`config.mk`:
```
export PLATFORM = sky130hd
export DESIGN_NAME = i2csm_core
export DESIGN_NICKNAME = d
export VERILOG_FILES = /design/src/rtl/i2csm_pkg.sv /design/src/rtl/i2csm_core.sv
export SDC_FILE = /design/constraint.sdc
export NUM_CORES = 1
export LEC_CHECK = 0
export ABC_AREA = 0
export ABC_CLOCK_PERIOD_IN_PS = 1700
export BUFFER_PORTS_ARGS = -buffer_cell sky130_fd_sc_hd__buf_2
export CORE_ASPECT_RATIO = 0.7
export CORE_MARGIN = 2
export CORE_UTILIZATION = 51
export DETAILED_ROUTE_END_ITERATION = 10
export PLACE_DENSITY = 0.8
export SLEW_MARGIN = 30
export SYNTH_ARGS = -nofsm -noshare
export SYNTH_HDL_FRONTEND = slang
export SYNTH_SLANG_ARGS = --single-unit
```
`constraint.sdc`:
```
create_clock -name clk -period 1.7 [get_ports clk]
set_input_delay 0.085 -clock clk [delete_from_list [all_inputs] [get_ports clk]]
set_output_delay 0.085 -clock clk [all_outputs]
set_load 0.01 [all_outputs]
```
`src/rtl/i2csm_pkg.sv`:
```
package i2csm_pkg;

   // ****************************************
   // Register port geometry
   // ****************************************
   localparam int ADDR_W = 5;
   localparam int DATA_W = 16;
   localparam int BYTE_W = 8;
   localparam int AMASK_W = 10;
   localparam int IRQ_W = 5;

   // ****************************************
   // Register offsets
   // ****************************************
   localparam logic [ADDR_W-1:0] OFF_STATUS   = 5'h00;
   localparam logic [ADDR_W-1:0] OFF_AMASK    = 5'h04;
   localparam logic [ADDR_W-1:0] OFF_SADDR    = 5'h08;
   localparam logic [ADDR_W-1:0] OFF_TXBUF    = 5'h0C;
   localparam logic [ADDR_W-1:0] OFF_RXBUF    = 5'h10;
   localparam logic [ADDR_W-1:0] OFF_IRQ_STAT = 5'h14;
   localparam logic [ADDR_W-1:0] OFF_IRQ_MASK = 5'h18;

   // ****************************************
   // Field positions
   // ****************************************
   localparam int BIT_BEGIN = 3;
   localparam int BIT_DIR   = 2;
   localparam int BIT_RXF   = 1;
   localparam int BIT_TXF   = 0;

   localparam int IRQ_START  = 0;
   localparam int IRQ_STOP   = 1;
   localparam int IRQ_RXF    = 2;
   localparam int IRQ_TXDONE = 3;
   localparam int IRQ_MATCH  = 4;

   // ****************************************
   // Carriers
   // ****************************************
   typedef struct packed {
      logic               start_seen;
      logic               stop_seen;
      logic               addr_done;
      logic               addr_rw;
      logic               rx_load;
      logic [BYTE_W-1:0]  rx_byte;
      logic               tx_done;
      logic               addr_check;
      logic [AMASK_W-1:0] addr_in;
   } i2csm_evt_t;

   typedef struct packed {
      logic               begin_flag;
      logic               dir_flag;
      logic               receive_full_flag;
      logic               transmit_full_flag;
      logic [AMASK_W-1:0] address_mask_bits;
      logic [AMASK_W-1:0] slave_addr;
      logic [BYTE_W-1:0]  receive_holding_buffer;
      logic [BYTE_W-1:0]  transmit_holding_buffer;
      logic [IRQ_W-1:0]   irq_stat;
      logic [IRQ_W-1:0]   irq_mask;
      logic [DATA_W-1:0]  rdata;
      logic               irq;
      logic               addr_match;
   } i2csm_state_t;

   // ****************************************
   // Reset values
   // ****************************************
   localparam i2csm_state_t STATE_RST = '0;
   localparam logic [DATA_W-1:0] READ_ZERO = 16'h0000;

endpackage

```
`src/rtl/i2csm_core.sv`:
```
`timescale 1ns/1ps

module i2csm_core
   import i2csm_pkg::*;
(
   input  wire logic              clk,
   input  wire logic              rst,
   input  wire logic [ADDR_W-1:0] addr,
   input  wire logic [DATA_W-1:0] wdata,
   input  wire logic              wr,
   input  wire logic              rd,
   output logic [DATA_W-1:0]      rdata,
   input  wire i2csm_evt_t        bus_evt,
   output logic [BYTE_W-1:0]      tx_byte,
   output logic                   tx_full,
   output logic                   addr_match,
   output logic                   irq
);

   // ****************************************
   // State
   // ****************************************
   i2csm_state_t st_reg;
   i2csm_state_t st_next;

   function automatic logic hit(input logic [ADDR_W-1:0] a, input logic [ADDR_W-1:0] off);
      hit = (a == off);
   endfunction

   // ****************************************
   // Address comparator
   // ****************************************
   logic [AMASK_W-1:0] bit_ok;
   logic               all_ok;

   generate
      for (genvar i = 0; i < AMASK_W; i++) begin : g_cmp
         // Masked positions always agree
         assign bit_ok[i] = st_reg.address_mask_bits[i] |
                            ~(bus_evt.addr_in[i] ^ st_reg.slave_addr[i]);
      end
   endgenerate

   assign all_ok = &bit_ok;

   // ****************************************
   // Decoded accesses
   // ****************************************
   logic wr_amask;
   logic wr_saddr;
   logic wr_txbuf;
   logic rd_rxbuf;
   logic wr_istat;
   logic wr_imask;
   logic [IRQ_W-1:0] irq_evt;

   assign wr_amask = wr & hit(addr, OFF_AMASK);
   assign wr_saddr = wr & hit(addr, OFF_SADDR);
   assign wr_txbuf = wr & hit(addr, OFF_TXBUF);
   assign rd_rxbuf = rd & hit(addr, OFF_RXBUF);
   assign wr_istat = wr & hit(addr, OFF_IRQ_STAT);
   assign wr_imask = wr & hit(addr, OFF_IRQ_MASK);

   always_comb begin
      irq_evt = '0;
      irq_evt[IRQ_START]  = bus_evt.start_seen;
      irq_evt[IRQ_STOP]   = bus_evt.stop_seen;
      irq_evt[IRQ_RXF]    = bus_evt.rx_load;
      irq_evt[IRQ_TXDONE] = bus_evt.tx_done;
      irq_evt[IRQ_MATCH]  = bus_evt.addr_check & all_ok;
   end

   // ****************************************
   // Next state
   // ****************************************
   always_comb begin
      st_next = st_reg;

      // Start beats stop in one cycle; the later condition is a start
      if (bus_evt.start_seen) begin
         st_next.begin_flag = 1'b1;
      end else if (bus_evt.stop_seen) begin
         st_next.begin_flag = 1'b0;
      end

      if (bus_evt.addr_done) begin
         st_next.dir_flag = bus_evt.addr_rw;
      end

      // Load wins over a read in the same cycle so no byte is lost
      if (bus_evt.rx_load) begin
         st_next.receive_full_flag      = 1'b1;
         st_next.receive_holding_buffer = bus_evt.rx_byte;
      end else if (rd_rxbuf) begin
         st_next.receive_full_flag = 1'b0;
      end

      // A fresh write wins over completion of the previous byte
      if (wr_txbuf) begin
         st_next.transmit_full_flag      = 1'b1;
         st_next.transmit_holding_buffer = wdata[BYTE_W-1:0];
      end else if (bus_evt.tx_done) begin
         st_next.transmit_full_flag = 1'b0;
      end

      if (wr_amask) begin
         st_next.address_mask_bits = wdata[AMASK_W-1:0];
      end
      if (wr_saddr) begin
         st_next.slave_addr = wdata[AMASK_W-1:0];
      end

      st_next.addr_match = bus_evt.addr_check & all_ok;

      // Set wins over write-one-to-clear
      if (wr_istat) begin
         st_next.irq_stat = st_reg.irq_stat & ~wdata[IRQ_W-1:0];
      end
      st_next.irq_stat = st_next.irq_stat | irq_evt;
      if (wr_imask) begin
         st_next.irq_mask = wdata[IRQ_W-1:0];
      end
      st_next.irq = |(st_next.irq_stat & st_next.irq_mask);

      // Read data reflect state before this cycle's updates
      st_next.rdata = READ_ZERO;
      if (rd) begin
         case (addr)
            OFF_STATUS: begin
               st_next.rdata[BIT_BEGIN] = st_reg.begin_flag;
               st_next.rdata[BIT_DIR]   = st_reg.dir_flag;
               st_next.rdata[BIT_RXF]   = st_reg.receive_full_flag;
               st_next.rdata[BIT_TXF]   = st_reg.transmit_full_flag;
            end
            OFF_AMASK: begin
               st_next.rdata[AMASK_W-1:0] = st_reg.address_mask_bits;
            end
            OFF_SADDR: begin
               st_next.rdata[AMASK_W-1:0] = st_reg.slave_addr;
            end
            OFF_TXBUF: begin
               st_next.rdata[BYTE_W-1:0] = st_reg.transmit_holding_buffer;
            end
            OFF_RXBUF: begin
               st_next.rdata[BYTE_W-1:0] = st_reg.receive_holding_buffer;
            end
            OFF_IRQ_STAT: begin
               st_next.rdata[IRQ_W-1:0] = st_reg.irq_stat;
            end
            OFF_IRQ_MASK: begin
               st_next.rdata[IRQ_W-1:0] = st_reg.irq_mask;
            end
            default: begin
               st_next.rdata = READ_ZERO;
            end
         endcase
      end
   end

   // ****************************************
   // Registers
   // ****************************************
   always_ff @(posedge clk) begin
      if (rst) begin
         st_reg <= STATE_RST;
      end else begin
         st_reg <= st_next;
      end
   end

   assign rdata      = st_reg.rdata;
   assign tx_byte    = st_reg.transmit_holding_buffer;
   assign tx_full    = st_reg.transmit_full_flag;
   assign addr_match = st_reg.addr_match;
   assign irq        = st_reg.irq;

   logic [AMASK_W-1:0] miss_bits;
   assign miss_bits = (bus_evt.addr_in ^ st_reg.slave_addr) & ~st_reg.address_mask_bits;
endmodule

```
==> impl_metrics.toml, run 1 <==
[clocking]
root_buffer = "clkbuf_8"
h-tree-depth = 3
cts_sinks = 62
clock_path_buffers = 2
cts_buffers = 9
ctsResizeCount = 0
clock_latency_ns = 0.34
cts_tree = "built"
cts.clk_slew.worst_paths_ns = 0.07

[layout]
drive_above_1_share = 0.273
synthToLayoutAreaGrowth_pct = 19.5
diodes = 0
postLayoutCellArea_mm2 = 0.00343
finalNetCount = 439
largest_reg_flops = 41

[timing]
setup_tns_ns = 0
min_period_ns = 1.38
hold_viol_final = 0
skew_ns = 0.0113
drv_slew = 0
max_slew_margin = 0.659
tightestPinTransition_ns = 0.509
fin_crit_sh = 0.811
fmax_mhz = 725
whs_ns = 0.00886
setup_viol = 0
rsz0062_at_grt = "no"

[power_and_ir_drop]
leakagePower_nw = 1.45
power_density_mw_per_mm2 = 854
vdd_ir_drop_max_mv = 0.499

[drt]
drtAntennaViolNets = 0
vias = 2613
detail_route.first_pass.iterations = 6
viasPerCell = 5.63
drt_iter0_markers = 195
drc_errors = 0
wirelength_um = 7590
avgRoutedWirePerCell_um = 16.4

[synthesis]
synth_adder_area_share = 0
synth-simple-area-share = 0.193
synth_cells = 326
synth_top_family_by_area = "simple AND/OR/NAND/NOR gates"
netlist-cell-type-count = 39
synth_area_leaders = "dfxtp_1 (43%), buf_4 (6.8%), mux2i_1 (6.3%), a21oi_1 (4.7%), nor2_1 (4.7%)"
synth_top_area_share = 0.432
yosys_register_bits = 62
yosys.area.top_type = "dfxtp_1"
synth_compound_area_frac = 0.158
synth_xor_area_frac = 0.0305
synth_mux_area_frac = 0.0941
yosysSeqAreaShare = 0.432
avgSynthCellArea_um2 = 8.81
synth_warnings = 0
syn_area_mm2 = 0.00287

[worst_setup_path]
end_kind = "flop"
timing.rr.start = "st_reg[50]"
reg2reg_to = "irq"
worstPathRequired_ns = 1.91
worst-r2r-setup-slack_ns = 0.32
reg2reg_depth = 5
worstPathArrival_ns = 1.59
critPathLaunchType = "flop"
path_max_fanout = 3
path_class = "reg2reg"

[floorplan]
rows = 22
chipWidth_um = 93.7
ios = 77
dieArea_mm2 = 0.00626
core_area_mm2 = 0.00534
fp.dieH_um = 66.8
start_util = 0.538

[place]
io_buffers = 64
finalWeightedCongestion = 0.863
dpl_cell_area_mm2 = 0.00316
place_hpwl_um = 5500

[outcome]
status = "finished, final reports clean"

[grt]
grt_max_degree = 25
grt_pass1_vias = 2385
grt_usage = 0.257
grt_pass1_wl_um = 12100
grt-ovfl-total = 0
antenna_found_initial = 0

[hold_path]
hold-path-endpoint = "st_reg[43]"
hold_class = "in2reg"
worstHoldStart = "bus_evt[19]"
hold-path-cell-count = 3

[flow_run]
maxCapViolations = 0
[metal layers]
metal	GRT usage	wire length (um)	vias up
met5	0	0	-
met4	0.0815	111	0
met3	0.0826	714	10
met2	0.377	3200	124
met1	0.358	3560	1230
li1	-	-	1249
[report_power, final]
part	leakage [nW]	total [mW]	internal, mW	switching (mW)
registers	0.503	1.50	1.48	0.0185
clock network	0.0914	1.15	0.630	0.521
logic	0.853	0.277	0.121	0.156
total	1.45	2.93	2.23	0.696
[cell usage in the layout, fill, tap and decap left out, drive strengths merged, types with 6 or more instances in the layout]
cell type | Yosys | final
nand3 | 20 | 20
a22oi | 16 | 16
a21oi | 27 | 27
xnor2 | 10 | 10
clkbuf | 13 | 13
dlygate4sd3 | 0 | 10
nor2b | 6 | 6
mux2i | 18 | 18
conb | 1 | 6
buf | 28 | 78
mux2 | 8 | 8
dfxtp | 62 | 62
nand2 | 35 | 35
nor2 | 36 | 36
[cell families after synthesis]
group           after synthesis
mux                          26
other cells                   1
compound gates               71
buf+inv                      43
xor+xnor                     10
simple gates                113
flops                        62
[worst max-delay path, stage by stage, from the launching register on]
cell and delay (ns):
dfxtp_1 0.33, xnor2_1 0.12, o21ai_0 0.31, nor2_1 0.11, a32oi_1 0.26, o22ai_1 0.12
[Yosys cell counts (all sizes together)]
master  count
dfxtp      62
nor2       36
nand2      35
buf        28
a21oi      27
nand3      20
mux2i      18
a22oi      16
clkbuf     13
xnor2      10
mux2        8
nor2b       6
a31oi       5
o21ai       5
o22ai       5
a211oi      4
a221oi      4
a222oi      3
nor3b       3
inv         2
nand2b      2
nor3        2
a32oi       1
and3        1
and3b       1
and4b       1
conb        1
nand3b      1
nor4        1
nor4b       1
o31ai       1
or2         1
or3         1
or3b        1
[worst max path at each step]
stage / from / endpoint / slack (ns) / cells after the start
6_report: st_reg[50] / irq / 0.32 / 5
5_1_grt: addr[1] / irq / 0.19 / 6
4_1_cts: st_reg[50] / irq / 0.35 / 5
3_5_place_dp: addr[1] / irq / -0.01 / 6
3_3_place_gp: addr[1] / irq / 0.07 / 6
2_1_floorplan: wr / irq / 0.15 / 6
[metrics by stage]
step,power (mW),worst slack [ns],util,instances
3_3_place_gp,1.78,0.0741,0.591,440
2_1_floorplan,1.68,0.155,-,331
3_5_place_dp,1.79,-0.0112,0.591,440
5_1_grt,3.05,0.192,0.643,464
4_1_cts,2.95,0.349,0.643,464
6_report,2.93,0.322,0.643,464
[what timing repair did]
item | CTS | global route
setup buffers | 0 | 0
endpoints found under the hold margin | 10 | 0
endpoints found under the setup margin | 0 | 0
hold buffers | 10 | 0
[final cells by class]
cell class                      instances  area (um^2)
Clock buffer                           13          169
Clock inverter                          1         5.00
Fill cell                             465         1910
Inverter                                2         7.51
Multi-Input combinational cell        226         1390
Sequential cell                        62         1240
Tap cell                               72         90.1
Timing Repair Buffer                   88          526
Note: power is estimated with default switching activity, not from simulation.
==> run 2, diff against run 1 <==
ABC_CLOCK_PERIOD_IN_PS = 1200   (was 1700)
CORE_UTILIZATION = 47   (was 51)
PLACE_DENSITY = 0.77   (was 0.8)
clock period = 1.2 ns   (was 1.7 ns; I/O delays follow)
==> run 2 against run 1 <==
  * The flow now finishes with violations (negative hold slack, negative setup slack)
  * Register-to-register slack got worse by 0.33 ns
  * Clock-buffer cell count decreased by 1
  * First-iteration DRC count increased by 55%
  * Critical path depth increased by 2
  * Total power increased by 42%
  * Design area increased by 14%
  * Sequential cell count unchanged
  * Sequential share of layout area decreased by 4.4 points
  * Worst hold slack got worse by 0.029 ns
  * Global-route usage decreased by 0.50 points
  * Critical path type is now in2reg
  * Largest cell class unchanged
  * Largest power group unchanged
==> impl_metrics.toml, run 2 (synthesized netlist as in run 1, its figures left out) <==
[outcome]
status = "complete, but fails checks"
violations = "negative hold slack, negative setup slack"

[clocking]
cts.clk_slew.worst_paths_ns = 0.06
root_buffer = "clkbuf_8"
cts_buffers = 9
cts_tree = "built"
h-tree-depth = 3
clock_latency_ns = 0.34
cts_sinks = 62
clock_path_buffers = 2

[worst_setup_path]
cp_top_family = "simple AND/OR/NAND/NOR gates"
worstPathArrival_ns = 1.58
critPathLaunchType = "input port"
crit_path_cell_trace = "buf_6, or3b_4, nor3_4, buf_6, a221oi_4, nor4_2, o22ai_1"
cpMostUsedCell = "buf_6"
path_class = "in2reg"
path_buf_inv = 2
path_max_fanout = 5
crit_slowest_cell = "or3b_4"
worst-r2r-setup-slack_ns = -0.01
reg2reg_depth = 5
slowest_delay_ns = 0.43
end_kind = "flop"
worstPathRequired_ns = 1.41
reg2reg_to = "irq"
timing.rr.start = "st_reg[49]"

[place]
place_hpwl_um = 6030
io_buffers = 64
dp.cells = 473
dpl_cell_area_mm2 = 0.00342
finalWeightedCongestion = 0.924

[layout]
synthToLayoutAreaGrowth_pct = 36.3
finalNetCount = 479
instances_no_fill = 507
final_common_cell = "buf_2"
final_cell_mix = "buf_2 (61), dfxtp_1 (59), buf_4 (44)"
postLayoutCellArea_mm2 = 0.00391
drive_above_1_share = 0.382
largest_reg_flops = 41
diodes = 0

[hold_path]
hold-path-cell-count = 3
hold-path-endpoint = "st_reg[66]"
hold_class = "in2reg"
worstHoldStart = "bus_evt[22]"

[timing]
setup_viol = 2
whs_ns = -0.0206
fmax_mhz = 730
skew_ns = 0.00637
fin_crit_sh = 1.14
worst_slack_ns = -0.169
rsz0062_at_grt = "yes"
hold_viol_final = 1
min_period_ns = 1.37
drv_slew = 0

[power_and_ir_drop]
sequentialPowerShare = 0.513
leakagePower_nw = 1.69
p_sw_mw = 1.04
p_sw_frac = 0.250
vdd_ir_drop_max_mv = 0.545
power_frac_clock = 0.368
intPower_mw = 3.11
power_mw = 4.15
power_density_mw_per_mm2 = 1060
p_comb_frac = 0.120

[drt]
vias = 2813
detail_route.first_pass.iterations = 5
viasPerCell = 5.55
wirelength_um = 8560
drc_errors = 0
drtAntennaViolNets = 0
avgRoutedWirePerCell_um = 16.9
drt_iter0_markers = 303

[grt]
gr-usage-met1 = 0.336
grt.busiest_layer = "met2"
grt_pass1_vias = 2661
grt_pass1_wl_um = 13300
grt-ovfl-total = 0
grt_usage = 0.252
grtUsageMet2 = 0.385
antenna_found_initial = 0
grt_max_degree = 20
use_met3 = 0.0938

[floorplan]
ios = 77
chipWidth_um = 97.4
rows = 23
core_area_mm2 = 0.00581
dieArea_mm2 = 0.00676
start_util = 0.494
fp.dieH_um = 69.4

[flow_run]
maxCapViolations = 0
-- run 2: changes by cell type in the layout (fill, tap and decap cells not counted), sizes merged --
cell / change
buf: +35
dlygate4sd3: +5
clkinv: +1
clkbuf: -1
-- run 2: final cells by class --
type | instances | area [um^2]
tap | 75 | 93.8
clock buffer | 12 | 145
sequential | 62 | 1240
timing repair buffer | 128 | 876
clock inverter | 2 | 10.0
multi-input combinational | 226 | 1540
inverter | 2 | 7.51
fill | 477 | 1900
-- run 2: per-stage QoR --
step	setup WS, ns	setup TNS (ns)	hold WS (ns)	util
floorplan	-0.299	-5.12	0.177	-
global placement	-0.347	-12.41	0.293	0.588
detailed placement	-0.453	-13.69	0.308	0.588
CTS	-0.0718	-0.0949	0.00169	0.645
global route	-0.206	-0.345	0.0135	0.673
finish	-0.169	-0.176	-0.0206	0.673
-- run 2: power by group through the flow --
stage	sequential (mW)	clock, mW	combinational, mW
6_report	2.13	1.53	0.497
5_1_grt	2.13	1.66	0.534
4_1_cts	2.13	1.56	0.457
3_5_place_dp	2.17	0	0.411
3_3_place_gp	2.17	0	0.404
2_1_floorplan	2.16	0	0.233
-- run 2: layer usage --
metal	part of all wire	routed length (um)
met5	0	0
met3	0.10	855
met4	0.014	122
met2	0.45	3860
met1	0.44	3730
-- run 2: timing repair --
item	4_1_cts	5_1_grt
hold buffers	16	0
pin swaps	5	18
endpoints found under the hold margin	23	0
setup buffers	0	7
endpoints found under the setup margin	8	17
resized for setup	6	30
cloned	0	0
-- run 2: worst max-delay path by stage --
stage / from / to / depth (start not counted)
after floorplan: wr / irq / 6
after global placement: addr[1] / irq / 7
after detailed placement: addr[1] / irq / 7
after CTS: st_reg[49] / irq / 5
after global routing: addr[0] / irq / 7
final: addr[0] / irq / 7
-- run 2: worst register-to-register path, cell delays in order, from the launching register on --
cell     delay (ns)
dfxtp_2        0.33
xnor2_1        0.13
o22ai_2        0.20
nor2_2         0.08
a32oi_2        0.24
o22ai_1        0.11
